===== src/design/ucv_pkg.sv =====
package ucv_pkg;
  // Immediate register addresses (6-bit ULPI address space)
  localparam logic [5:0] ADDR_EVENT_LATCH = 6'h21;
  localparam logic [5:0] ADDR_SIG_COMP    = 6'h31;
  localparam logic [5:0] ADDR_CHG_DETECT  = 6'h32;
  localparam logic [5:0] VENDOR_LO        = 6'h30;
  localparam logic [5:0] VENDOR_HI        = 6'h3F;

  // TXCMD command codes in bits 7:6
  localparam logic [1:0] CMD_REG_WRITE = 2'h2;
  localparam logic [1:0] CMD_REG_READ  = 2'h3;

  // Event latch bit positions
  localparam int LAT_ID_FLOAT = 0;
  localparam int LAT_COMP     = 1;
  localparam int LAT_RES_CONV = 3;

  // Writable masks and reset values
  localparam logic [7:0] SIG_COMP_MASK  = 8'h73;
  localparam logic [7:0] SIG_COMP_RESET = 8'h00;
  localparam logic [7:0] CHG_CTRL_MASK  = 8'h0F;
  localparam logic [7:0] CHG_CTRL_RESET = 8'h00;
  localparam logic [3:0] LATCH_RESET    = 4'h0;

  // Charger detection field positions
  localparam int CHG_VSRC    = 0;
  localparam int CHG_ISINK   = 1;
  localparam int CHG_CONTACT = 2;
  localparam int CHG_HOST    = 3;
  localparam int CHG_STATUS  = 4;

  // Compensation fields
  localparam int SQ_LSB    = 0;
  localparam int BOOST_LSB = 4;

  // RXCMD layout
  localparam int         RXCMD_ALT_INT = 7;
  localparam logic [1:0] LINE_SE0      = 2'h0;

  // Resistor conversion time
  localparam int CLK_PERIOD_NS = 100;
  localparam int RES_CONV_US   = 282;
  localparam int RES_CONV_CYC  = (RES_CONV_US * 1000) / CLK_PERIOD_NS;

  typedef enum logic [3:0] {
    ST_IDLE, ST_WR_ACK, ST_WR_CAP, ST_WR_STP,
    ST_RD_ACK, ST_RD_TURN, ST_RD_DATA,
    ST_RX_TURN, ST_RX_DATA
  } ucv_state_t;
endpackage


===== src/design/ucv_regs.sv =====
`timescale 1ns/1ns
module ucv_regs (
  // System
  input  wire logic       MCLK_I,
  input  wire logic       RST_I,
  // ULPI
  input  wire logic       ULPI_CLK_I,
  input  wire logic [7:0] ULPI_DATA_I,
  output logic      [7:0] ULPI_DATA_O,
  output logic            ULPI_DATA_OE_N_O,
  output logic            ULPI_DIR_O,
  output logic            ULPI_NXT_O,
  input  wire logic       ULPI_STP_I,
  // Analog status
  input  wire logic       ID_FLOAT_I,
  input  wire logic       COMP_DP_I,
  input  wire logic       COMP_DM_I,
  input  wire logic [1:0] LINESTATE_I,
  // Enables held in other registers
  input  wire logic       ID_FLOAT_RISE_ENABLE_I,
  input  wire logic       ID_FLOAT_FALL_ENABLE_I,
  input  wire logic       COMPARATOR_EVENT_ENABLE_I,
  input  wire logic       RESISTOR_CONV_EVENT_ENABLE_I,
  input  wire logic       RESISTOR_CONV_START_I,
  // Analog controls
  output logic      [1:0] SQUELCH_THRESHOLD_SELECT_O,
  output logic      [2:0] TX_AMPLITUDE_BOOST_O,
  output logic            VSRC_DP_O,
  output logic            VSRC_DM_O,
  output logic            ISINK_DP_O,
  output logic            ISINK_DM_O,
  output logic            CONTACT_DP_O,
  output logic            CONTACT_DM_O,
  output logic            RESISTOR_CONV_COMPLETE_O
);

  typedef struct packed {
    logic [1:0]  clk_s;
    logic [15:0] dat_s;
    logic [1:0]  stp_s;
    logic [1:0]  idf_s;
    logic [1:0]  cdp_s;
    logic [1:0]  cdm_s;
    logic [3:0]  ls_s;
    logic        idf_q;
    logic        comp_q;
    logic        done_q;
    logic        clk_q;
    ucv_pkg::ucv_state_t st;
    logic [5:0]  addr;
    logic [3:0]  latch;
    logic        alt_pend;
    logic [7:0]  comp_reg;
    logic [7:0]  chg_reg;
    logic [7:0]  dout;
    logic        oe_n;
    logic        dir;
    logic        nxt;
    logic [11:0] conv_cnt;
    logic        conv_busy;
    logic        conv_done;
  } ucv_st_t;

  ucv_st_t s_r;
  ucv_st_t s_nxt;

  logic [7:0] din;
  logic       stp;
  logic       ulpi_rise;
  logic       host;
  logic       comp_stat;
  logic       id_float;
  logic [3:0] ev;
  logic [7:0] rd_val;

  always_comb begin
    din       = s_r.dat_s[15:8];
    stp       = s_r.stp_s[1];
    id_float  = s_r.idf_s[1];
    ulpi_rise = s_r.clk_s[1] & ~s_r.clk_q;
    host      = s_r.chg_reg[ucv_pkg::CHG_HOST];
    // Comparator follows the swapped line in host-port mode
    comp_stat = s_r.chg_reg[ucv_pkg::CHG_ISINK] &
                (host ? s_r.cdm_s[1] : s_r.cdp_s[1]) &
                (s_r.ls_s[3:2] == ucv_pkg::LINE_SE0);

    ev = 4'h0;
    ev[ucv_pkg::LAT_ID_FLOAT] =
      (id_float & ~s_r.idf_q & ID_FLOAT_RISE_ENABLE_I) |
      (~id_float & s_r.idf_q & ID_FLOAT_FALL_ENABLE_I);
    ev[ucv_pkg::LAT_COMP] =
      (comp_stat ^ s_r.comp_q) & COMPARATOR_EVENT_ENABLE_I;
    ev[ucv_pkg::LAT_RES_CONV] =
      s_r.conv_done & ~s_r.done_q & RESISTOR_CONV_EVENT_ENABLE_I;

    // Unmapped addresses read as zero
    rd_val = 8'h00;
    if (s_r.addr == ucv_pkg::ADDR_EVENT_LATCH) begin
      rd_val = {4'h0, s_r.latch & 4'hB};
    end else if (s_r.addr == ucv_pkg::ADDR_SIG_COMP) begin
      rd_val = s_r.comp_reg & ucv_pkg::SIG_COMP_MASK;
    end else if (s_r.addr == ucv_pkg::ADDR_CHG_DETECT) begin
      rd_val = (s_r.chg_reg & ucv_pkg::CHG_CTRL_MASK) |
               ({7'h00, comp_stat} << ucv_pkg::CHG_STATUS);
    end

    s_nxt        = s_r;
    s_nxt.clk_s  = {s_r.clk_s[0], ULPI_CLK_I};
    s_nxt.dat_s  = {s_r.dat_s[7:0], ULPI_DATA_I};
    s_nxt.stp_s  = {s_r.stp_s[0], ULPI_STP_I};
    s_nxt.idf_s  = {s_r.idf_s[0], ID_FLOAT_I};
    s_nxt.cdp_s  = {s_r.cdp_s[0], COMP_DP_I};
    s_nxt.cdm_s  = {s_r.cdm_s[0], COMP_DM_I};
    s_nxt.ls_s   = {s_r.ls_s[1:0], LINESTATE_I};
    s_nxt.clk_q  = s_r.clk_s[1];
    s_nxt.idf_q  = id_float;
    s_nxt.comp_q = comp_stat;
    s_nxt.done_q = s_r.conv_done;

    // Conversion timer; a new start restarts it
    if (RESISTOR_CONV_START_I) begin
      s_nxt.conv_busy = 1'b1;
      s_nxt.conv_done = 1'b0;
      s_nxt.conv_cnt  = 12'(ucv_pkg::RES_CONV_CYC - 1);
    end else if (s_r.conv_busy) begin
      if (s_r.conv_cnt == 12'h000) begin
        s_nxt.conv_busy = 1'b0;
        s_nxt.conv_done = 1'b1;
      end else begin
        s_nxt.conv_cnt = s_r.conv_cnt - 12'h001;
      end
    end

    if (|ev) begin
      s_nxt.alt_pend = 1'b1;
    end

    // Bus steps once per ULPI rising edge
    if (ulpi_rise) begin
      case (s_r.st)
        ucv_pkg::ST_IDLE: begin
          if (din[7:6] == ucv_pkg::CMD_REG_WRITE) begin
            s_nxt.addr = din[5:0];
            s_nxt.nxt  = 1'b1;
            s_nxt.st   = ucv_pkg::ST_WR_ACK;
          end else if (din[7:6] == ucv_pkg::CMD_REG_READ) begin
            s_nxt.addr = din[5:0];
            s_nxt.nxt  = 1'b1;
            s_nxt.st   = ucv_pkg::ST_RD_ACK;
          end else if (s_r.alt_pend) begin
            s_nxt.dir = 1'b1;
            s_nxt.st  = ucv_pkg::ST_RX_TURN;
          end
        end
        ucv_pkg::ST_WR_ACK: begin
          s_nxt.st = ucv_pkg::ST_WR_CAP;
        end
        ucv_pkg::ST_WR_CAP: begin
          s_nxt.nxt = 1'b0;
          s_nxt.st  = ucv_pkg::ST_WR_STP;
          // Decode limited to ADDR_SIG_COMP and ADDR_CHG_DETECT; latch writes are ignored
          if (s_r.addr == ucv_pkg::ADDR_SIG_COMP) begin
            s_nxt.comp_reg = din & ucv_pkg::SIG_COMP_MASK;
          end else if (s_r.addr == ucv_pkg::ADDR_CHG_DETECT) begin
            s_nxt.chg_reg = din & ucv_pkg::CHG_CTRL_MASK;
          end
        end
        ucv_pkg::ST_WR_STP: begin
          if (stp) begin
            s_nxt.st = ucv_pkg::ST_IDLE;
          end
        end
        ucv_pkg::ST_RD_ACK: begin
          s_nxt.nxt  = 1'b0;
          s_nxt.dir  = 1'b1;
          s_nxt.dout = rd_val;
          if (s_r.addr == ucv_pkg::ADDR_EVENT_LATCH) begin
            // Only returned bits clear; a new event still sets
            s_nxt.latch = s_r.latch & ~rd_val[3:0];
          end
          s_nxt.st = ucv_pkg::ST_RD_TURN;
        end
        ucv_pkg::ST_RD_TURN: begin
          s_nxt.oe_n = 1'b0;
          s_nxt.st   = ucv_pkg::ST_RD_DATA;
        end
        ucv_pkg::ST_RD_DATA: begin
          s_nxt.oe_n = 1'b1;
          s_nxt.dir  = 1'b0;
          s_nxt.st   = ucv_pkg::ST_IDLE;
        end
        ucv_pkg::ST_RX_TURN: begin
          s_nxt.oe_n     = 1'b0;
          s_nxt.dout     = {6'h00, s_r.ls_s[3:2]};
          s_nxt.dout[ucv_pkg::RXCMD_ALT_INT] = 1'b1;
          s_nxt.alt_pend = |ev;
          s_nxt.st       = ucv_pkg::ST_RX_DATA;
        end
        ucv_pkg::ST_RX_DATA: begin
          s_nxt.oe_n = 1'b1;
          s_nxt.dir  = 1'b0;
          s_nxt.st   = ucv_pkg::ST_IDLE;
        end
        default: begin
          s_nxt.st = ucv_pkg::ST_IDLE;
        end
      endcase
    end

    // Set wins over the read clear
    s_nxt.latch = s_nxt.latch | ev;
  end

  always_ff @(posedge MCLK_I or posedge RST_I) begin
    if (RST_I) begin
      s_r          <= '0;
      s_r.st       <= ucv_pkg::ST_IDLE;
      s_r.latch    <= ucv_pkg::LATCH_RESET;
      s_r.comp_reg <= ucv_pkg::SIG_COMP_RESET;
      s_r.chg_reg  <= ucv_pkg::CHG_CTRL_RESET;
      s_r.oe_n     <= 1'b1;
    end else begin
      s_r <= s_nxt;
    end
  end

  always_comb begin
    ULPI_DATA_O                = s_r.dout;
    ULPI_DATA_OE_N_O           = s_r.oe_n;
    ULPI_DIR_O                 = s_r.dir;
    ULPI_NXT_O                 = s_r.nxt;
    SQUELCH_THRESHOLD_SELECT_O = s_r.comp_reg[ucv_pkg::SQ_LSB +: 2];
    TX_AMPLITUDE_BOOST_O       = s_r.comp_reg[ucv_pkg::BOOST_LSB +: 3];
    VSRC_DP_O    = s_r.chg_reg[ucv_pkg::CHG_VSRC] & ~host;
    VSRC_DM_O    = s_r.chg_reg[ucv_pkg::CHG_VSRC] & host;
    ISINK_DP_O   = s_r.chg_reg[ucv_pkg::CHG_ISINK] & ~host;
    ISINK_DM_O   = s_r.chg_reg[ucv_pkg::CHG_ISINK] & host;
    CONTACT_DP_O = s_r.chg_reg[ucv_pkg::CHG_CONTACT] & ~host;
    CONTACT_DM_O = s_r.chg_reg[ucv_pkg::CHG_CONTACT] & host;
    RESISTOR_CONV_COMPLETE_O = s_r.conv_done;
  end

endmodule // ucv_regs


===== config.mk =====
export PLATFORM = sky130hd
export DESIGN_NAME = ucv_regs
export DESIGN_NICKNAME = d
export VERILOG_FILES = /design/src/design/ucv_pkg.sv /design/src/design/ucv_regs.sv
export SDC_FILE = /design/constraint.sdc
export NUM_CORES = 1
export LEC_CHECK = 0
export BUFFER_PORTS_ARGS = -buffer_cell sky130_fd_sc_hd__buf_2
export CORE_MARGIN = 10
export CORE_UTILIZATION = 25
export CTS_CLUSTER_DIAMETER = 30
export DETAILED_ROUTE_END_ITERATION = 7
export HOLD_SLACK_MARGIN = 0.15
export SKIP_LAST_GASP = 1
export SLEW_MARGIN = 20
export SYNTH_ARGS = -nofsm -noshare
export SYNTH_HDL_FRONTEND = slang
export SYNTH_SLANG_ARGS = --single-unit

===== constraint.sdc =====
create_clock -name MCLK_I -period 2.3 [get_ports MCLK_I]
set_input_delay 0 -clock MCLK_I [delete_from_list [all_inputs] [get_ports MCLK_I]]
set_output_delay 0 -clock MCLK_I [all_outputs]
set_load 0.03 [all_outputs]

==> impl_metrics.py, run 1 <==
metrics = {
    "outcome": {
        "status": "completed",
    },
    "floorplanning": {
        "die_x_microns": 137,
        "start_util_pct": 25.5,
        "row_count": 42,
        "core_sq_um": 13300,
        "die_area_sq_um": 18600,
        "ios": 45,
        "fp.dieH_microns": 137,
    },
    "clocking": {
        "cts_buffer_depth": 2,
        "cts-root-buf": "clkbuf_16",
        "clock_sinks": 82,
        "h-tree-depth": 3,
        "cts_buffers": 9,
        "clkTransAtPathRegs_ns": 0.06,
        "cts_tree": "yes",
        "clock_latency_ns": 0.34,
    },
    "yosys": {
        "synth-edff-count": 0,
        "synth.net_count": 307,
        "synthFlopType": "dfrtp_1",
        "async_flop_share_pct": 100,
        "syn_area_sq_um": 3400,
        "synth.largest_area_cell": "dfrtp_1",
        "synth.area.top_cells": "dfrtp_1 (60%), mux2_2 (5.0%), buf_4 (2.9%)",
        "syn_area_per_cell_sq_um": 12.0,
        "synth_warnings": 0,
        "ys_ff_latch": 82,
        "syn_inst": 283,
        "yosysSeqAreaShare_pct": 60.5,
        "synthDominantCellAreaShare_pct": 59.7,
        "yosysUniqueCellTypes": 56,
    },
    "layout": {
        "antennaDiodeCount": 0,
        "final_nets": 368,
        "final_common_cell": "dfrtp_1",
        "most-common-layout-cells": "dfrtp_1 (81), buf_2 (44), dlygate4sd3_1 (21)",
        "syn_to_final_growth_pct": 26.8,
        "instances_no_fill": 525,
        "drive_gt1_share_pct": 27.2,
        "stdcell_area_sq_um": 4310,
    },
    "detailed_routing": {
        "drt_iter0_markers": 156,
        "wl_per_cell_microns": 14.3,
        "drtPass1Iterations": 4,
        "vias": 2327,
        "wirelength_microns": 7480,
        "drc": 0,
        "antenna_left": 0,
        "avgViaCountPerCell": 4.43,
    },
    "worst_setup_path": {
        "critPathMaxFanout": 11,
        "critical_path_class": "reg2reg",
        "r2r-start": "s_r[54]",
        "required_ns": 2.52,
        "critPathCaptureType": "register",
        "critPathLaunchType": "register",
        "worstPathArrival_ns": 2.13,
        "critPathLaunch": "s_r[54]",
    },
    "sta": {
        "setup_viol_count_final": 0,
        "finalHoldViolations": 0,
        "fin_crit_sh_pct": 83.0,
        "slew_violations": 0,
        "worst_pin_slew_ns": 0.626,
        "rsz0062_at_grt": "no",
        "setup_tns_ns": 0,
        "min_period_ns": 1.91,
        "maxSlewHeadroom_pct": 58.2,
        "skew_ns": 0.00548,
        "fmax_mhz": 524,
    },
    "global_routing": {
        "grt-ovfl-total": 0,
        "grt_pass1_wl_microns": 12600,
        "grt_usage_pct": 8.60,
        "grt_pass1_vias": 2413,
        "antenna_found_initial": 0,
        "grt_max_degree": 49,
    },
    "place": {
        "dp_cells": 488,
        "place_hpwl_microns": 5440,
        "place_area_sq_um": 3770,
        "port_buffers": 44,
        "gp_congestion": 0.811,
    },
    "power": {
        "power.leakage_nw": 1.96,
        "ir_drop_mv": 0.401,
        "power_density_nw_per_um2": 947,
    },
    "hold_path": {
        "hold_path_class": "in2async",
    },
    "run": {
        "max_cap_violations": 0,
    },
}
[cells by family after synthesis]
group | share of synthesized area (%)
xor gates and xnor gates | 1.29
DFF | 60.5
AOI/OAI and AO/OA | 12.5
and+or+nand+nor | 14.1
muxes | 6.15
adders and majority gates | 0.737
buffers and inverters | 4.79
[cell usage after synthesis, types with 4 or more instances]
cell type	n
mux2_2	15
nor2_1	15
a22oi_1	5
mux2i_1	4
a21o_1	6
inv_1	8
or2_2	6
buf_4	13
xnor2_1	4
and2_1	4
a21oi_1	12
o21ai_0	11
nand2_1	17
clkbuf_1	8
nor3_1	6
nor4_1	5
dfrtp_1	81
nor2b_1	6
[state kept, by name, summed over array words and instances, names as in the netlist]
register                    count
TX_AMPLITUDE_BOOST_O            3
SQUELCH_THRESHOLD_SELECT_O      2
id_float                        1
ULPI_NXT_O                      1
din                             8
s_r                            39
RESISTOR_CONV_COMPLETE_O        1
ULPI_DATA_OE_N_O                1
s_nxt                          16
ULPI_DATA_O                     8
ULPI_DIR_O                      1
host                            1
[stage by stage]
step	hold slack (ns)	total power, mW	worst slack, ns	utilization [%]
global route	0.303	4.30	0.225	32.4
detailed placement	0.101	2.52	0.391	28.4
floorplan	0.0314	2.33	0.193	-
CTS	0.280	4.13	0.372	32.4
global placement	0.0867	2.50	0.439	28.4
finish	0.273	4.08	0.392	32.4
[final timing paths]
kind	endpoint	slack, ns	cells past startpoint
worst max-delay path	s_r[49]	0.39	3
min in group MCLK_I	s_r[41]	0.29	5
worst max register to register	s_r[49]	0.39	3
worst min register to register	din[3]	0.34	0
worst min-delay path	din[4]	0.27	3
max in group asynchronous	ULPI_DATA_OE_N_O	1.32	4
[per-layer routing]
layer | up-vias | GRT usage [%] | part of all wire (%)
met5 | - | 0 | 0
met3 | 14 | 2.82 | 5.9
met2 | 52 | 13.5 | 48
met4 | 0 | 3.91 | 1.9
met1 | 1134 | 10.5 | 44
li1 | 1127 | - | -
[report_power, final]
group / internal [mW] / switching, mW
Sequential: 1.63 / 0.189
Clock: 0.983 / 0.574
Combinational: 0.313 / 0.392
Total: 2.92 / 1.16
[repair_timing]
action | 4_1_cts | 5_1_grt
hold buffers | 21 | 0
setup buffers | 0 | 0
hold endpoints to repair | 64 | 0
resized for setup | 0 | 0
[critical path: stages (launching register included)]
cell     delay [ns]
dfrtp_1        0.51
nor4_1         0.46
and3_1         0.43
mux2_2         0.39
[final cells by class]
type / count / area [sq um]
Tap cell: 176 / 220
Timing Repair Buffer: 72 / 495
Multi-Input combinational cell: 171 / 1180
Clock buffer: 10 / 239
Fill cell: 1317 / 8990
Sequential cell: 82 / 2050
Clock inverter: 6 / 87.6
Inverter: 8 / 31.3
Note: power is estimated with default switching activity, not from simulation.
==> inputs of run 2 (changes only) <==
==> constraint.sdc (replaced) <==
create_clock -name MCLK_I -period 1.6 [get_ports MCLK_I]
set_input_delay 0 -clock MCLK_I [delete_from_list [all_inputs] [get_ports MCLK_I]]
set_output_delay 0 -clock MCLK_I [all_outputs]
set_load 0.03 [all_outputs]
==> run 2 against run 1 <==
  * The run now ends with setup timing left
  * Utilization increased by 3.5 points
  * Critical endpoint is now s_r[9]
  * Register-to-register slack got worse by 0.57 ns
  * Worst hold slack lost 0.12 ns
  * Critical path type unchanged
  * Sequential power grew 41%
  * Flip-flop and latch count is the same
==> impl_metrics.py, run 2 (synthesis gave the netlist of run 1 again) <==
metrics = {
    "outcome": {
        "status": "complete, but fails checks",
        "violations": "setup timing",
    },
    "place": {
        "dp_cells": 522,
        "place_area_sq_um": 4060,
        "port_buffers": 44,
        "gp_congestion": 0.800,
        "place_hpwl_microns": 5860,
    },
    "floorplanning": {
        "start_util_pct": 25.5,
        "fp.dieH_microns": 137,
        "ios": 45,
        "die_area_sq_um": 18600,
        "row_count": 42,
        "core_sq_um": 13300,
        "die_x_microns": 137,
    },
    "sta": {
        "fin_crit_sh_pct": 111,
        "slew_violations": 0,
        "holdWs_ns": 0.156,
        "layout_setup_ws_ns": -0.177,
        "finalHoldViolations": 0,
        "maxSlewHeadroom_pct": 65.9,
        "rsz0062_at_grt": "yes",
        "skew_ns": 0.0108,
        "setup_viol_count_final": 18,
        "min_period_ns": 1.78,
        "fmax_mhz": 563,
        "worst_pin_slew_ns": 0.510,
    },
    "power": {
        "p_int_mw": 4.27,
        "ir_drop_mv": 0.555,
        "p_sw_mw": 1.76,
        "power_density_nw_per_um2": 1260,
        "switching_share_pct": 29.2,
        "combPwrFrac_pct": 22.8,
        "clkPwrFrac_pct": 34.6,
        "power.leakage_nw": 2.18,
        "seqPwrFrac_pct": 42.7,
    },
    "detailed_routing": {
        "wl_met2_microns": 4160,
        "top_layer": "met4",
        "drt_iter0_markers": 132,
        "wl_met3_microns": 287,
        "drc": 0,
        "wl_per_cell_microns": 14.5,
        "vias": 2481,
        "wirelength_microns": 8140,
        "antenna_left": 0,
        "drtPass1Iterations": 4,
        "wirelength_met1_microns": 3590,
        "avgViaCountPerCell": 4.41,
    },
    "clocking": {
        "clock_latency_ns": 0.34,
        "cts_buffer_depth": 2,
        "cts_buffers": 9,
        "h-tree-depth": 3,
        "cts_tree": "yes",
        "clkTransAtPathRegs_ns": 0.07,
        "cts-root-buf": "clkbuf_16",
        "clock_sinks": 82,
    },
    "worst_setup_path": {
        "crit_buf_inv": 0,
        "ff2ff_setup_slack_ns": -0.18,
        "critPathLaunchType": "register",
        "crit_chain": "or4_4 -> a211o_4 -> or3_1 -> a21oi_2",
        "required_ns": 1.86,
        "critical_path_class": "reg2reg",
        "cpLargestDelayFamily": "simple AND/OR/NAND/NOR gates",
        "critPathMaxStageDelay_ns": 0.56,
        "worstPathArrival_ns": 2.04,
        "critPathMaxFanout": 6,
        "critPathCaptureType": "register",
        "slowest_stage": "or4_4",
    },
    "layout": {
        "fill_cells": 1302,
        "syn_to_final_growth_pct": 40.7,
        "drive_gt1_share_pct": 40.1,
        "seq_area_sq_um": 2050,
        "most-common-layout-cells": "dfrtp_1 (81), buf_2 (44), buf_4 (40)",
        "final_common_cell": "dfrtp_1",
        "antennaDiodeCount": 0,
        "final_core_util_pct": 35.9,
        "final_nets": 406,
        "instances_no_fill": 563,
        "multi_input_area_sq_um": 1360,
        "stdcell_area_sq_um": 4780,
        "largest_register": "s_r",
        "largest_register_ffs": 39,
    },
    "hold_path": {
        "hold_path_class": "in2reg",
    },
    "global_routing": {
        "grt_pass1_vias": 2590,
        "grt_usage_pct": 8.85,
        "grt-ovfl-total": 0,
        "grt_max_degree": 38,
        "grt_pass1_wl_microns": 13000,
        "antenna_found_initial": 0,
    },
    "run": {
        "max_cap_violations": 0,
    },
}
-- run 2: cell types whose count changed in the layout (fill, tap and decap cells not counted), sizes merged --
cell	before	now
clkbuf	10	11
bufinv	2	1
clkinvlp	0	3
buf	51	90
inv	9	8
clkinv	3	1
dlygate4sd3	21	20
-- run 2: power by group through the flow --
stage	clock network [mW]	logic, mW	registers [mW]
floorplan	0	0.844	2.53
global placement	0	1.17	2.59
detailed placement	0	1.20	2.59
CTS	2.15	1.27	2.56
global route	2.24	1.51	2.61
finish	2.08	1.37	2.57
-- run 2: area by class of cell --
cell class	instances	area share [%]
well taps	176	4.61
flip-flops and latches	82	43.0
multi-input cells	171	28.4
inverters	8	0.707
clock inverters	5	1.31
clock buffers	11	5.08
repair buffers	110	16.9
-- run 2: path summary, 6_finish.rpt --
| path | depth (start not counted) | end | startpoint |
|---|---|---|---|
| min | 4 | s_r[42] | ID_FLOAT_RISE_ENABLE_I |
| max reg2reg | 4 | s_r[9] | s_r[4] |
| max | 4 | s_r[9] | s_r[4] |
| min reg2reg | 0 | id_float | s_nxt[69] |
| max in group asynchronous | 4 | ULPI_DATA_OE_N_O | RST_I |
| min in group asynchronous | 3 | din[3] | RST_I |
-- run 2: layer usage --
layer / GRT usage, % / vias to the layer above
met1: 10.3 / 1243
li1: - / 1197
met4: 2.96 / 0
met5: 0 / -
met2: 14.9 / 34
met3: 2.97 / 7
-- run 2: repair_timing --
action,4_1_cts,5_1_grt
resized for setup,9,27
hold endpoints to repair,110,0
endpoints found under the setup margin,20,33
hold buffers,20,0
setup buffers,2,3
pin swaps,2,4
-- run 2: worst min-delay path: cells and delay by family --
kind	cells	cell delay (ns)
compound gates	2	0.31
buf+inv	1	0.10
simple gates	1	0.05
-- run 2: metrics by stage --
| step | total power [mW] | setup WS, ns | TNS (ns) |
|---|---|---|---|
| 3_3_place_gp | 3.76 | -0.155 | -1.17 |
| 3_5_place_dp | 3.79 | -0.169 | -1.46 |
| 2_1_floorplan | 3.37 | -0.139 | -0.545 |
| 4_1_cts | 5.98 | -0.151 | -1.31 |
| 6_report | 6.03 | -0.177 | -1.38 |
| 5_1_grt | 6.36 | -0.213 | -2.50 |
==> inputs of run 3 (changes only) <==
--- a/config.mk
+++ b/config.mk
@@ -11,6 +11,7 @@
 export CTS_CLUSTER_DIAMETER = 30
 export DETAILED_ROUTE_END_ITERATION = 7
 export HOLD_SLACK_MARGIN = 0.15
+export RECOVER_POWER = 25
 export SKIP_LAST_GASP = 1
 export SLEW_MARGIN = 20
 export SYNTH_ARGS = -nofsm -noshare
==> run 3 against run 2 <==
  * The run still ends with setup timing left
  * Clock skew is the same
  * Wire length is essentially flat
  * First-iteration DRC count is the same
  * Power is essentially flat
  * Largest power group unchanged
  * Clock power is essentially flat
==> impl_metrics.py, run 3 (synthesis gave the netlist of run 1 again) <==
metrics = {
    "floorplanning": {
        "core_sq_um": 13300,
        "start_util_pct": 25.5,
        "ios": 45,
        "die_area_sq_um": 18600,
        "die_x_microns": 137,
        "fp.dieH_microns": 137,
        "row_count": 42,
    },
    "worst_setup_path": {
        "critPathMaxStageDelay_ns": 0.56,
        "crit_chain": "or4_4 -> a211o_4 -> or3_1 -> a21oi_2",
        "cpLargestDelayFamily": "simple AND/OR/NAND/NOR gates",
        "slowest_stage": "or4_4",
        "critPathMaxFanout": 6,
        "required_ns": 1.86,
        "path_depth": 4,
        "critPathLaunchType": "register",
        "crit_buf_inv": 0,
        "worst-r2r-cell-count": 4,
        "critPathCaptureType": "register",
        "worstPathArrival_ns": 2.04,
        "critical_path_class": "reg2reg",
    },
    "outcome": {
        "violations": "setup timing",
        "status": "complete, but fails checks",
    },
    "global_routing": {
        "grt-ovfl-total": 0,
        "grt_pass1_vias": 2590,
        "antenna_found_initial": 0,
        "grt_max_degree": 38,
        "grt_pass1_wl_microns": 13000,
        "grt_usage_pct": 8.85,
    },
    "layout": {
        "largest_register": "s_r",
        "antennaDiodeCount": 0,
        "fill_cells": 1302,
        "largest_register_ffs": 39,
        "most-common-layout-cells": "dfrtp_1 (81), buf_2 (43), buf_4 (40)",
        "final_common_cell": "dfrtp_1",
        "final_core_util_pct": 35.9,
        "syn_to_final_growth_pct": 40.6,
        "final_nets": 406,
        "drive_gt1_share_pct": 39.8,
        "instances_no_fill": 563,
    },
    "sta": {
        "worst_pin_slew_ns": 1.02,
        "rsz0062_at_grt": "yes",
        "fin_crit_sh_pct": 111,
        "maxSlewHeadroom_pct": 31.4,
        "setup_viol_count_final": 18,
        "layout_setup_ws_ns": -0.177,
        "skew_ns": 0.0108,
        "slew_violations": 0,
        "min_period_ns": 1.78,
        "setup_tns_ns": -1.38,
        "finalHoldViolations": 0,
        "fmax_mhz": 563,
    },
    "clocking": {
        "clkTransAtPathRegs_ns": 0.07,
        "cts_tree": "yes",
        "cts_buffers": 9,
        "cts_buffer_depth": 2,
        "clock_latency_ns": 0.34,
        "cts-root-buf": "clkbuf_16",
        "h-tree-depth": 3,
        "clock_sinks": 82,
    },
    "power": {
        "ir_drop_mv": 0.555,
        "p_total_mw": 6.03,
        "power_density_nw_per_um2": 1260,
        "power.leakage_nw": 2.18,
    },
    "place": {
        "port_buffers": 44,
        "gp_congestion": 0.800,
        "place_hpwl_microns": 5860,
        "dp_cells": 522,
    },
    "detailed_routing": {
        "drt_iter0_markers": 132,
        "antenna_left": 0,
        "avgViaCountPerCell": 4.41,
        "wl_per_cell_microns": 14.5,
        "drc": 0,
        "vias": 2481,
        "drtPass1Iterations": 4,
        "wirelength_microns": 8140,
    },
    "run": {
        "max_cap_violations": 0,
    },
    "hold_path": {
        "hold_path_class": "in2reg",
        "holdPathStages": 4,
    },
}
## run 3: worst min-delay path: stages
cell	delay, ns
buf_2	0.10
nand2_1	0.05
o21ai_0	0.13
a21o_1	0.18
## run 3: worst paths after layout
check | start | to | slack (ns)
setup reg to reg | s_r[4] | s_r[9] | -0.18
max in group asynchronous | RST_I | ULPI_DATA_OE_N_O | 0.47
hold reg to reg | s_nxt[69] | id_float | 0.35
min in group asynchronous | RST_I | din[3] | 0.40
setup / recovery | s_r[4] | s_r[9] | -0.18
hold / removal | ID_FLOAT_RISE_ENABLE_I | s_r[42] | 0.16
## run 3: final cells by class
type                            count  area (sq um)  share of cell area (%)
Sequential cell                    82          2050                    43.0
Multi-Input combinational cell    171          1360                    28.5
Timing Repair Buffer              110           805                    16.9
Clock buffer                       11           243                    5.09
Tap cell                          176           220                    4.61
Clock inverter                      5          62.6                    1.31
Inverter                            8          31.3                   0.655
## run 3: routing by layer
layer | vias up | global-route usage (%) | wire (microns)
li1 | 1197 | - | -
met1 | 1243 | 10.3 | 3590
met2 | 34 | 14.9 | 4160
met3 | 7 | 2.97 | 287
met4 | 0 | 2.96 | 100
met5 | - | 0 | 0
## run 3: through the flow
| stage | hold WS (ns) | worst slack, ns | cell area, sq um |
|---|---|---|---|
| after global routing | 0.182 | -0.213 | 4770 |
| final | 0.156 | -0.177 | 4770 |
| after CTS | 0.173 | -0.151 | 4620 |
| after floorplan | 0.0314 | -0.139 | 3420 |
| after global placement | 0.0597 | -0.155 | 4060 |
| after detailed placement | 0.0750 | -0.169 | 4060 |
## run 3: timing repair
| action | 4_1_cts | 5_1_grt |
|---|---|---|
| hold endpoints to repair | 110 | 0 |
| cloned | 0 | 0 |
| resized for setup | 9 | 27 |
| setup buffers | 2 | 3 |
| hold buffers | 20 | 0 |
| setup endpoints to repair | 20 | 33 |
| pin swaps | 2 | 4 |
## run 3: power breakdown
group / internal, mW / switching, mW / total (mW)
combinational: 0.669 / 0.704 / 1.37
sequential: 2.34 / 0.233 / 2.57
clock: 1.26 / 0.825 / 2.08
